[config.mk]
export PLATFORM = sky130hd
export DESIGN_NAME = tmc_timer
export DESIGN_NICKNAME = d
export VERILOG_FILES = /design/src/design/tmc_pkg.sv /design/src/design/tmc_prescaler.sv /design/src/design/tmc_timer.sv
export SDC_FILE = /design/constraint.sdc
export NUM_CORES = 1
export LEC_CHECK = 0
export BUFFER_PORTS_ARGS = -buffer_cell sky130_fd_sc_hd__buf_2
export CORE_MARGIN = 3
export CORE_UTILIZATION = 25
export CTS_CLUSTER_DIAMETER = 60
export DETAILED_ROUTE_END_ITERATION = 6
export PLACE_DENSITY = 0.49
export SYNTH_ARGS = -nofsm -noshare
export SYNTH_HDL_FRONTEND = slang
export SYNTH_SLANG_ARGS = --single-unit
[constraint.sdc]
create_clock -name sys_clk -period 4.7 [get_ports sys_clk]
set_clock_uncertainty 0.05 [all_clocks]
set_input_delay 0.94 -clock sys_clk [delete_from_list [all_inputs] [get_ports sys_clk]]
set_output_delay 0.94 -clock sys_clk [all_outputs]
set_load 0.02 [all_outputs]
[src/design/tmc_pkg.sv]
// Constants shared by the timer clock and gate control block.
package tmc_pkg;
    localparam int unsigned ADDR_W        = 2;
    localparam int unsigned DATA_W        = 8;
    localparam int unsigned CNT_W         = 16;
    localparam int unsigned PRE_W         = 3;

    localparam logic [1:0] ADDR_CONTROL   = 2'h0;
    localparam logic [1:0] ADDR_GATE      = 2'h1;
    localparam logic [1:0] ADDR_COUNT_LO  = 2'h2;
    localparam logic [1:0] ADDR_COUNT_HI  = 2'h3;

    localparam int unsigned CTL_CS_HI     = 7;
    localparam int unsigned CTL_CS_LO     = 6;
    localparam int unsigned CTL_PS_HI     = 5;
    localparam int unsigned CTL_PS_LO     = 4;
    localparam int unsigned CTL_OSCEN     = 3;
    localparam int unsigned CTL_NOSYNC    = 2;
    localparam int unsigned CTL_RUN       = 0;
    localparam logic [7:0]  CTL_WMASK     = 8'hfd;
    localparam logic [7:0]  CTL_RESET     = 8'h00;

    localparam int unsigned GT_EN         = 7;
    localparam int unsigned GT_POL        = 6;
    localparam int unsigned GT_TM         = 5;
    localparam int unsigned GT_SPM        = 4;
    localparam int unsigned GT_GO         = 3;
    localparam int unsigned GT_VAL        = 2;
    localparam int unsigned GT_SS_HI      = 1;
    localparam int unsigned GT_SS_LO      = 0;
    localparam logic [7:0]  GT_WMASK      = 8'hf3;
    localparam logic [7:0]  GT_RESET      = 8'h00;

    localparam logic [1:0] CS_INSTR       = 2'h0;
    localparam logic [1:0] CS_SYSTEM      = 2'h1;
    localparam logic [1:0] CS_EXTERNAL    = 2'h2;
    localparam logic [1:0] CS_CAP_OSC     = 2'h3;

    localparam logic [1:0] GS_PIN         = 2'h0;
    localparam logic [1:0] GS_OTHER_TMR   = 2'h1;
    localparam logic [1:0] GS_COMP1       = 2'h2;
    localparam logic [1:0] GS_COMP2       = 2'h3;

    localparam logic [1:0] INSTR_DIV_LAST = 2'h3;
    localparam logic [PRE_W-1:0] PRE_ZERO = 3'h0;
    localparam logic [CNT_W-1:0] CNT_ZERO = 16'h0000;
    localparam logic [CNT_W-1:0] CNT_ONE  = 16'h0001;
    localparam logic [CNT_W-1:0] CNT_MAX  = 16'hffff;
    localparam logic [DATA_W-1:0] DATA_ZERO = 8'h00;
endpackage : tmc_pkg

[src/design/tmc_prescaler.sv]
// Input prescaler that passes one of every 1, 2, 4 or 8 source ticks.
`timescale 1ns/1ps
module tmc_prescaler (
    input  wire logic       sys_clk,
    input  wire logic       resetn,
    input  wire logic       tick,
    input  wire logic [1:0] select,
    input  wire logic       hold_clear,
    output logic            pulse
);
    logic [tmc_pkg::PRE_W-1:0] count;
    logic [tmc_pkg::PRE_W-1:0] next_count;
    logic [tmc_pkg::PRE_W-1:0] last;

    // Last count value before a pulse: 0, 1, 3 or 7.
    function automatic logic [tmc_pkg::PRE_W-1:0] last_count(input logic [1:0] sel);
        case (sel)
            2'h0:    last_count = 3'h0;
            2'h1:    last_count = 3'h1;
            2'h2:    last_count = 3'h3;
            default: last_count = 3'h7;
        endcase
    endfunction : last_count

    always_comb begin
        last = last_count(select);
        next_count = count;
        pulse = 1'b0;
        if (hold_clear) begin
            // The prescaler restarts so a new run begins on a clean division.
            next_count = tmc_pkg::PRE_ZERO;
        end else if (tick) begin
            if (count >= last) begin
                next_count = tmc_pkg::PRE_ZERO;
                pulse = 1'b1;
            end else begin
                next_count = count + 3'h1;
            end
        end
    end

    always_ff @(posedge sys_clk or negedge resetn) begin
        if (!resetn) begin
            count <= tmc_pkg::PRE_ZERO;
        end else begin
            count <= next_count;
        end
    end
endmodule : tmc_prescaler

[src/design/tmc_timer.sv]
// Timer clock selection, prescaler, gate control and 16-bit counter with its registers.
// Functional notes
// Clock source 11 picks the cap sense oscillator, 01 the system clock and 00 the system clock divided by four.
// Clock source 10 with the dedicated oscillator off counts rising edges of the external clock pin.
// Clock source 10 with the dedicated oscillator on counts the crystal oscillator on the two crystal pins.
// The prescale field in bits 5-4 divides the selected clock by 8, 4, 2 or 1 for 11, 10, 01 and 00.
// The oscillator enable bit 3 switches the dedicated low-power oscillator on when set and off when clear.
// With source 1X, bit 2 clear synchronises the external clock to the system clock and bit 2 set does not; the code applies bit 2 to source 10 only.
// With source 0X the synchronisation bit is ignored because an internal clock is used.
// Bit 1 of the control register is unimplemented, reads zero and ignores writes.
// The run bit 0 enables counting when set and stops the timer when clear.
// While the run bit is clear the gate toggle flip-flop is cleared.
// All implemented control bits reset to zero on power-on reset and are kept otherwise.
// The gate register holds enable, polarity, toggle and single-pulse bits, a go/done flag, a level and a source.
// Gate source 00 is the gate pin, 01 the other timer overflow, 10 and 11 the two comparator outputs.
// In single-pulse mode the go/done flag clears on the gate trailing edge and blocks counting until set again.
// The counter steps once per prescaler pulse while running and while an enabled gate permits it.
//
// The address-and-strobe port and the address map are this design's own decisions.
`timescale 1ns/1ps
module tmc_timer (
    input  wire logic        sys_clk,
    input  wire logic        resetn,
    input  wire logic [1:0]  reg_addr,
    input  wire logic [7:0]  reg_wdata,
    input  wire logic        reg_write,
    input  wire logic        reg_read,
    output logic      [7:0]  reg_rdata,
    input  wire logic        ext_clock_pin,
    input  wire logic        crystal_in_pin,
    output logic             crystal_out_pin,
    output logic             dedicated_osc_enable,
    input  wire logic        cap_sense_oscillator,
    input  wire logic        gate_pin,
    input  wire logic        other_timer_overflow,
    input  wire logic        comp1_sync_out,
    input  wire logic        comp2_sync_out,
    output logic      [15:0] timer_count,
    output logic             timer_overflow
);
    logic [7:0]  control;
    logic [7:0]  next_control;
    logic [7:0]  gate_ctl;
    logic [7:0]  next_gate_ctl;
    logic [7:0]  next_reg_rdata;
    logic        next_osc_enable;
    logic        next_crystal_out;

    // Synchroniser and edge-detect state for the pin-side clocks.
    logic        ext_meta;
    logic        ext_sync;
    logic        ext_sync_prev;
    logic        ext_raw;
    logic        ext_raw_prev;
    logic        cap_prev;
    logic [1:0]  instr_div;
    logic        next_ext_meta;
    logic        next_ext_sync;
    logic        next_ext_sync_prev;
    logic        next_ext_raw;
    logic        next_ext_raw_prev;
    logic        next_cap_prev;
    logic [1:0]  next_instr_div;
    logic        ext_level;
    logic        src_tick;
    logic        pre_pulse;

    // Gate state.
    logic        toggle_ff;
    logic        gate_value;
    logic        next_toggle_ff;
    logic        next_gate_value;
    logic        gate_raw;
    logic        gate_pol;
    logic        gate_pol_prev;
    logic        next_gate_pol_prev;
    logic        gate_toggled;
    logic        gate_level;
    logic        gate_rise;

    // Counter state.
    logic [15:0] next_count;
    logic        next_overflow;
    logic        count_enable;
    logic        prescale_clear;

    logic        wr_control;
    logic        wr_gate;
    logic        wr_lo;
    logic        wr_hi;

    function automatic logic addr_hit(input logic [1:0] addr, input logic [1:0] target);
        addr_hit = (addr == target);
    endfunction : addr_hit

    // A rising edge of a level that is sampled once per system clock.
    function automatic logic rising(input logic level, input logic prev);
        rising = level && !prev;
    endfunction : rising

    assign wr_control = reg_write && addr_hit(reg_addr, tmc_pkg::ADDR_CONTROL);
    assign wr_gate    = reg_write && addr_hit(reg_addr, tmc_pkg::ADDR_GATE);
    assign wr_lo      = reg_write && addr_hit(reg_addr, tmc_pkg::ADDR_COUNT_LO);
    assign wr_hi      = reg_write && addr_hit(reg_addr, tmc_pkg::ADDR_COUNT_HI);

    // Control register: bit 1 has no storage, so it always reads zero.
    always_comb begin
        next_control = control;
        if (wr_control) begin
            next_control = reg_wdata & tmc_pkg::CTL_WMASK;
        end
    end

    always_ff @(posedge sys_clk or negedge resetn) begin
        if (!resetn) begin
            control <= tmc_pkg::CTL_RESET;
        end else begin
            control <= next_control;
        end
    end

    // Gate control register and the go/done flag.
    always_comb begin
        next_gate_ctl = gate_ctl;
        if (wr_gate) begin
            next_gate_ctl = (reg_wdata & tmc_pkg::GT_WMASK) | (gate_ctl & ~tmc_pkg::GT_WMASK);
            next_gate_ctl[tmc_pkg::GT_GO] = reg_wdata[tmc_pkg::GT_GO];
        end
        // A software set of go/done in the same cycle as a trailing edge is kept.
        if (gate_ctl[tmc_pkg::GT_SPM] && gate_value && !next_gate_value
            && !(wr_gate && reg_wdata[tmc_pkg::GT_GO])) begin
            next_gate_ctl[tmc_pkg::GT_GO] = 1'b0;
        end
        next_gate_ctl[tmc_pkg::GT_VAL] = next_gate_value;
    end

    always_ff @(posedge sys_clk or negedge resetn) begin
        if (!resetn) begin
            gate_ctl <= tmc_pkg::GT_RESET;
        end else begin
            gate_ctl <= next_gate_ctl;
        end
    end

    // Oscillator drive, registered so that both pins leave flip-flops.
    always_comb begin
        next_osc_enable = control[tmc_pkg::CTL_OSCEN];
        // The output stage acts as the inverting amplifier of the crystal loop only while enabled.
        next_crystal_out = control[tmc_pkg::CTL_OSCEN] && !crystal_in_pin;
    end

    always_ff @(posedge sys_clk or negedge resetn) begin
        if (!resetn) begin
            dedicated_osc_enable <= 1'b0;
            crystal_out_pin <= 1'b0;
        end else begin
            dedicated_osc_enable <= next_osc_enable;
            crystal_out_pin <= next_crystal_out;
        end
    end

    // Read port: data stand in the cycle after the read strobe only.
    always_comb begin
        next_reg_rdata = tmc_pkg::DATA_ZERO;
        if (reg_read) begin
            case (reg_addr)
                tmc_pkg::ADDR_CONTROL:  next_reg_rdata = control;
                tmc_pkg::ADDR_GATE:     next_reg_rdata = gate_ctl;
                tmc_pkg::ADDR_COUNT_LO: next_reg_rdata = timer_count[7:0];
                tmc_pkg::ADDR_COUNT_HI: next_reg_rdata = timer_count[15:8];
                default:                next_reg_rdata = tmc_pkg::DATA_ZERO;
            endcase
        end
    end

    always_ff @(posedge sys_clk or negedge resetn) begin
        if (!resetn) begin
            reg_rdata <= tmc_pkg::DATA_ZERO;
        end else begin
            reg_rdata <= next_reg_rdata;
        end
    end

    // Clock source selection.
    always_comb begin
        ext_level = control[tmc_pkg::CTL_OSCEN] ? crystal_in_pin : ext_clock_pin;
        next_ext_meta = ext_level;
        next_ext_sync = ext_meta;
        next_ext_sync_prev = ext_sync;
        next_ext_raw = ext_level;
        next_ext_raw_prev = ext_raw;
        next_cap_prev = cap_sense_oscillator;
        next_instr_div = instr_div + 2'h1;
        src_tick = 1'b0;
        case (control[tmc_pkg::CTL_CS_HI:tmc_pkg::CTL_CS_LO])
            tmc_pkg::CS_INSTR:  src_tick = (instr_div == tmc_pkg::INSTR_DIV_LAST);
            tmc_pkg::CS_SYSTEM: src_tick = 1'b1;
            tmc_pkg::CS_EXTERNAL: begin
                // The unsynchronised path saves one cycle of latency but may miss short pulses.
                if (control[tmc_pkg::CTL_NOSYNC]) begin
                    src_tick = rising(ext_raw, ext_raw_prev);
                end else begin
                    src_tick = rising(ext_sync, ext_sync_prev);
                end
            end
            tmc_pkg::CS_CAP_OSC: src_tick = rising(cap_sense_oscillator, cap_prev);
            default:             src_tick = 1'b0;
        endcase
    end

    always_ff @(posedge sys_clk or negedge resetn) begin
        if (!resetn) begin
            ext_meta <= 1'b0;
            ext_sync <= 1'b0;
            ext_sync_prev <= 1'b0;
            ext_raw <= 1'b0;
            ext_raw_prev <= 1'b0;
            cap_prev <= 1'b0;
            instr_div <= 2'h0;
        end else begin
            ext_meta <= next_ext_meta;
            ext_sync <= next_ext_sync;
            ext_sync_prev <= next_ext_sync_prev;
            ext_raw <= next_ext_raw;
            ext_raw_prev <= next_ext_raw_prev;
            cap_prev <= next_cap_prev;
            instr_div <= next_instr_div;
        end
    end

    // Stopping clears the prescaler so that a restart counts a whole division.
    assign prescale_clear = !control[tmc_pkg::CTL_RUN];

    tmc_prescaler u_prescaler (
        .sys_clk    (sys_clk),
        .resetn     (resetn),
        .tick       (src_tick),
        .select     (control[tmc_pkg::CTL_PS_HI:tmc_pkg::CTL_PS_LO]),
        .hold_clear (prescale_clear),
        .pulse      (pre_pulse)
    );

    // Gate path: source, polarity, toggle flip-flop, single pulse.
    always_comb begin
        case (gate_ctl[tmc_pkg::GT_SS_HI:tmc_pkg::GT_SS_LO])
            tmc_pkg::GS_PIN:       gate_raw = gate_pin;
            tmc_pkg::GS_OTHER_TMR: gate_raw = other_timer_overflow;
            tmc_pkg::GS_COMP1:     gate_raw = comp1_sync_out;
            tmc_pkg::GS_COMP2:     gate_raw = comp2_sync_out;
            default:               gate_raw = gate_pin;
        endcase
        gate_pol = gate_ctl[tmc_pkg::GT_POL] ? gate_raw : !gate_raw;
        next_gate_pol_prev = gate_pol;
        gate_rise = rising(gate_pol, gate_pol_prev);
        gate_toggled = toggle_ff ^ gate_rise;
        if (!gate_ctl[tmc_pkg::GT_TM] || !control[tmc_pkg::CTL_RUN]) begin
            next_toggle_ff = 1'b0;
        end else begin
            next_toggle_ff = gate_toggled;
        end
        gate_level = gate_ctl[tmc_pkg::GT_TM] ? next_toggle_ff : gate_pol;
        if (gate_ctl[tmc_pkg::GT_SPM]) begin
            next_gate_value = gate_level && gate_ctl[tmc_pkg::GT_GO];
        end else begin
            next_gate_value = gate_level;
        end
    end

    always_ff @(posedge sys_clk or negedge resetn) begin
        if (!resetn) begin
            toggle_ff <= 1'b0;
            gate_pol_prev <= 1'b0;
            gate_value <= 1'b0;
        end else begin
            toggle_ff <= next_toggle_ff;
            gate_pol_prev <= next_gate_pol_prev;
            gate_value <= next_gate_value;
        end
    end

    // Counter: a software write takes precedence over an increment in the same cycle.
    always_comb begin
        count_enable = control[tmc_pkg::CTL_RUN] && (!gate_ctl[tmc_pkg::GT_EN] || gate_value);
        next_count = timer_count;
        next_overflow = 1'b0;
        if (wr_lo) begin
            next_count = {timer_count[15:8], reg_wdata};
        end else if (wr_hi) begin
            next_count = {reg_wdata, timer_count[7:0]};
        end else if (count_enable && pre_pulse) begin
            next_count = timer_count + tmc_pkg::CNT_ONE;
            next_overflow = (timer_count == tmc_pkg::CNT_MAX);
        end
    end

    always_ff @(posedge sys_clk or negedge resetn) begin
        if (!resetn) begin
            timer_count <= tmc_pkg::CNT_ZERO;
            timer_overflow <= 1'b0;
        end else begin
            timer_count <= next_count;
            timer_overflow <= next_overflow;
        end
    end
endmodule : tmc_timer

# Word-level counts from Yosys, hierarchy flattened
# Cells that the tools add are included.
# op_classes
reduce_logical	38
order_cmp	1
mux	25
n_eq_ne	15
n_bitwise	3
add_sub_neg	3
# ops
cell	count
16-bit two-way mux	2
8-bit one-hot mux with 4 select lines	1
16-bit by 1-bit adder with 16-bit output, second input constant	1
16-bit == test, second input constant	1
2-bit == test, second input constant	8
1-bit logical AND	16
8-bit two-way mux	2
1-bit two-way mux	13
1-bit zero test	11
3-bit two-way mux	3
3-bit one-hot mux with 3 select lines	1
2-bit by 1-bit == test with 1-bit output, second input constant	4
2-bit zero test	4
8-bit by 4-bit bitwise OR with 8-bit output	1
1-bit one-hot mux with 4 select lines	2
2-bit nonzero test	3
4-bit two-way mux	1
2-bit AND reduction	2
3-bit by 1-bit adder with 3-bit output, second input constant	1
3-bit >= comparator	1
2-bit by 1-bit adder with 2-bit output, second input constant	1
1-bit logical OR	2
2-bit by 1-bit inequality test with 1-bit output, second input constant	1
2-bit inequality test, second input constant	1
other kinds (2)	2
# word_totals
reg_bits	53
wordCells	103
input_bits	21
out_inout_bits	27

# Longest topological paths before layout
# depth
depth_word	14
ltp_mapped	8
mapped_depth_nobuf	8

# Hierarchy
# From an unflattened synthesis, not the netlist that was laid out.
# hier_totals
hier_cells	257
area_unflattened_um2	2768.9
# by_module_without_submodules
module	cells_each	instances	area_each_um2	seq_area_each_um2
tmc_timer	230	1	2502.4	1251.2
tmc_prescaler	27	1	266.5	75.1

# Least setup slack after synthesis
# Ideal clock, no wire load.
# synth_timing
path_kind	input -> register
from	input port reg_addr[0]
to	register timer_count[13]
arrival_ns	2.161
setup_ns	0.137
path_buffers	3
slack_ns	2.352
t_required_ns	4.513
path_stages	6
cell_sequence	clkbuf_1 > clkbuf_1 > nand2_1 > clkbuf_1 > o22ai_1 > a21oi_1
# synth_between
elab_chain_len	4
word_cells_on_any_way	8
cone_classes	eq/ne (2); mux (1); bitwise (1); reduce/logical (4)
# synth_rtl
item	line	text
start, declared	tmc_timer.sv:24	input wire logic [1:0] reg_addr,
2-bit == test	tmc_timer.sv:93	addr_hit = (addr == target);
1-bit logical AND (on tied branches)	tmc_timer.sv:104, tmc_timer.sv:103	
2-bit nonzero test (no line) / 1-bit NOT (equally long branches)	--	
2-bit AND reduction (no line)	--	
end signal, assigned	tmc_timer.sv:298	timer_count <= tmc_pkg::CNT_ZERO;
end signal, assigned	tmc_timer.sv:301	timer_count <= next_count;
end, declared	tmc_timer.sv:38	output logic [15:0] timer_count,
# Parallel ways exist; a longest one is shown, timed or not. The select of a mux whose other input is x is not followed.
# A chain may end at the register's enable or synchronous reset.

# Final worst setup path
# layout_timing
from	register control[4]
to	register timer_count[9]
# layout_between
elab_chain_len	9
word_cells_on_any_way	11
cone_classes	order compare (1); eq/ne (2); mux (4); reduce/logical (4)
# layout_rtl
item	line	text
start, declared	tmc_timer.sv:41	logic [7:0] control;
start signal, assigned	tmc_timer.sv:116	control <= tmc_pkg::CTL_RESET;
start signal, assigned	tmc_timer.sv:118	control <= next_control;
2-bit == test, or another cell as far along	tmc_prescaler.sv:17	case (sel)
3-bit one-hot mux with 3 select lines (*)	tmc_prescaler.sv:17	
3-bit >= comparator (*)	tmc_prescaler.sv:33	if (count >= last) begin
1-bit two-way mux (*)	tmc_prescaler.sv:33	
1-bit two-way mux (*)	tmc_prescaler.sv:32	end else if (tick) begin
1-bit two-way mux (*)	tmc_prescaler.sv:29	if (hold_clear) begin
1-bit logical AND (*)	tmc_timer.sv:290	end else if (count_enable && pre_pulse) begin
2-bit nonzero test (no line) (*)	--	
2-bit AND reduction (no line) (*)	--	
# Every way passes the cells marked *; elsewhere a longest branch is shown, timed or not.

==> reports/metrics.yaml <==
min_period_ps: 2650
worstPathMaxFanout: 7
core_um2: 10600
rows: 37
layout.area.seq_um2: 1330
pwr-share-clk_pct: 22.9
hold_violations: 0
io_pins: 48
htreeDepth: 2
cp-start-kind: "flip-flop"
grt_use_total_pct: 13.0
power_leakage_uw: 0.00140
pre_cts_ws_ps: 1910
netlist_instances: 257
nets: 331
clk_pin_slew_ps: 100
syn-num-nets: 284
gp_congestion: 0.828
finalCritPeriodShare_pct: 56.5
antenna_left: 0
p_total_uw: 1420
drc_errors: 0
rsz0062_at_grt: "false"
synth_ff_type: "dfrtp_1"
cts_setup_buffers: 0
dr.pass1.iters: 4
postCtsHoldBufs: 0
p_seq_share_pct: 45.9
slew_viol_final: 0
p_int_uw: 904
outcome: "finished, final reports clean"
diodes: 0
yosysWarnings: 0
mappedNetlistArea_um2: 2790
drive_above_1_share_pct: 27.5
syn2layout_area_growth_pct: 17.6
fp.dieH_um: 112
critPathMaxStageDelay_ps: 430
critPathArrivalTime_ps: 2820
holdWs_ps: 342
routed_wl_mm: 7.86
initial_utilization_pct: 26.3
cts_made_buffers: 5
multi_input_area_um2: 1410
first_global_vias: 2268
power_frac_comb_pct: 31.2
grt_max_degree: 54
avgSynthCellArea_um2: 10.9
fmax_mhz: 377
peakVddDrop_mv: 0.152
clock_sinks: 53
fin_ws_ps: 2050
ys_ff_latch: 53
detail_route.wl_per_cell_um: 17.8
grt_pass1_wl_mm: 12.8
worstPathCellList: "or2_2 -> ha_1 -> nor2b_1 -> o21ai_1 -> nand3_1 -> and4bb_2 -> a211oi_1 -> a311oi_1"
setup_viol: 0
endpoint_kind: "flip-flop"
port_buffers: 47
min_path_type: "flip-flop to flip-flop"
cellPowerDensity_nw_per_um2: 434
cts_root_buf: "clkbuf_8"
vias: 2249
synth_edf_count: 0
cts_resized: 0
power.switching_uw: 519
viasPerCell: 5.10
place_hpwl_mm: 5.86
overflow: 0
crit_path_top_delay_cell: "o21ai_1"
required_ps: 4870
yosysSeqAreaShare_pct: 47.5
drt_iter0_drc: 146
ys_async_sr_fraction_pct: 100
fp.dieW_um: 112
antenna_found_initial: 0
finalSetupTns_ps: 0
fill_cells: 1110
max-slew-margin-rel_pct: 43.8
dieArea_um2: 12500
worst_pin_slew_ps: 837
critical_path_class: "flip-flop to flip-flop"
max-cap-violations: 0
cts_buffer_depth: 2
cts_tree: "built"
clk_latency_ps: 310
ys_types: 46
swShare_pct: 36.5
per-layer routing:
metal | routed length (um) | track usage (%) | share of wire (%) | vias up
met5 | 0 | 0 | 0 | -
met4 | 50 | 2.76 | 0.64 | 0
met3 | 624 | 3.53 | 7.9 | 6
met2 | 3560 | 19.4 | 45 | 107
met1 | 3630 | 18.8 | 46 | 1099
li1 | - | - | - | 1037
registers in the layout, indices dropped and copies added (netlist names), 2 cells and up:
name,flops
control,7
reg_rdata,8
instr_div,2
u_prescaler.count,3
timer_count,16
gate_ctl,8
per-stage QoR:
stage	cell area, um2	utilization (%)	std cells
after floorplan	2790	-	257
after global placement	3170	29.9	433
after detailed placement	3170	29.9	433
after CTS	3280	31.0	441
after global routing	3280	31.0	441
final	3280	31.0	441
Yosys cell counts, types with 2 or more instances:
master,instances,area (um2)
o31ai_1,5,37.5
nor3b_1,2,15.0
clkbuf_1,6,22.5
nor2_1,21,78.8
nor2b_1,6,37.5
xnor2_1,7,61.3
o22ai_1,2,12.5
a311oi_1,5,43.8
nor4b_1,2,17.5
o21ai_0,8,40.0
o21a_1,2,15.0
and3_1,7,43.8
ha_1,6,75.1
nand4_1,2,12.5
inv_1,5,18.8
nor3_1,7,35.0
nand2b_1,6,37.5
and2_1,10,62.6
nand3b_1,2,15.0
a211oi_1,3,22.5
o221a_2,2,22.5
mux4_2,6,135
nand2_1,22,82.6
nand3_1,7,35.0
mux2_2,15,169
mux2i_1,3,30.0
dfrtp_1,53,1330
a21oi_1,17,85.1
cells by family (layout without fill, tap and decap cells):
| kind of cell | after synthesis | after routing | synth area share, % |
|---|---|---|---|
| compound gates | 51 | 51 | 12.6 |
| xor+xnor | 8 | 8 | 2.51 |
| fa+ha+maj | 6 | 6 | 2.69 |
| buf+inv | 13 | 61 | 2.02 |
| flops | 53 | 53 | 47.5 |
| mux | 25 | 25 | 12.9 |
| simple gates | 101 | 101 | 19.7 |
final cells by class:
type	instances	area share [%]
repair buffers	48	7.39
clock buffers	7	2.63
clock inverters	1	0.915
multi-input cells	191	42.9
inverters	5	0.572
flip-flops and latches	53	40.4
well taps	136	5.18
power groups by stage:
stage                     clock (uW)  combinational, uW  sequential (uW)
after floorplan                    0                260              674
after global placement             0                437              664
after detailed placement           0                441              664
after CTS                        337                447              654
after global routing             355                491              670
final                            326                444              654
layout by cell type (no fill, tap or decap), types with 8 or more instances in the layout:
cell type / count
dfrtp_1: 53
buf_2: 47
nand2_1: 22
nor2_1: 21
a21oi_1: 17
mux2_2: 15
and2_1: 10
o21ai_0: 8
critical path: cells and delay by family, from the launching register on:
| family | cells | cell delay [ps] |
|---|---|---|
| adders and majority gates | 1 | 200 |
| and+or+nand+nor | 4 | 1180 |
| AOI/OAI and AO/OA | 3 | 700 |
| DFF | 1 | 420 |
path summary, 6_finish.rpt:
check	cells after the start	to	slack, ps	from
max	8	timer_count[9]$_DFFE_PN0P_	2050	control[4]$_DFFE_PN0P_
max reg2reg	8	timer_count[9]$_DFFE_PN0P_	2050	control[4]$_DFFE_PN0P_
min reg2reg	0	ext_raw_prev$_DFF_PN0_	340	ext_raw$_DFF_PN0_
max in group asynchronous	2	timer_count[7]$_DFFE_PN0P_	3420	resetn
min	0	ext_raw_prev$_DFF_PN0_	340	ext_raw$_DFF_PN0_
min in group asynchronous	2	timer_count[10]$_DFFE_PN0P_	690	resetn
Note: power is estimated with default switching activity, not from simulation.
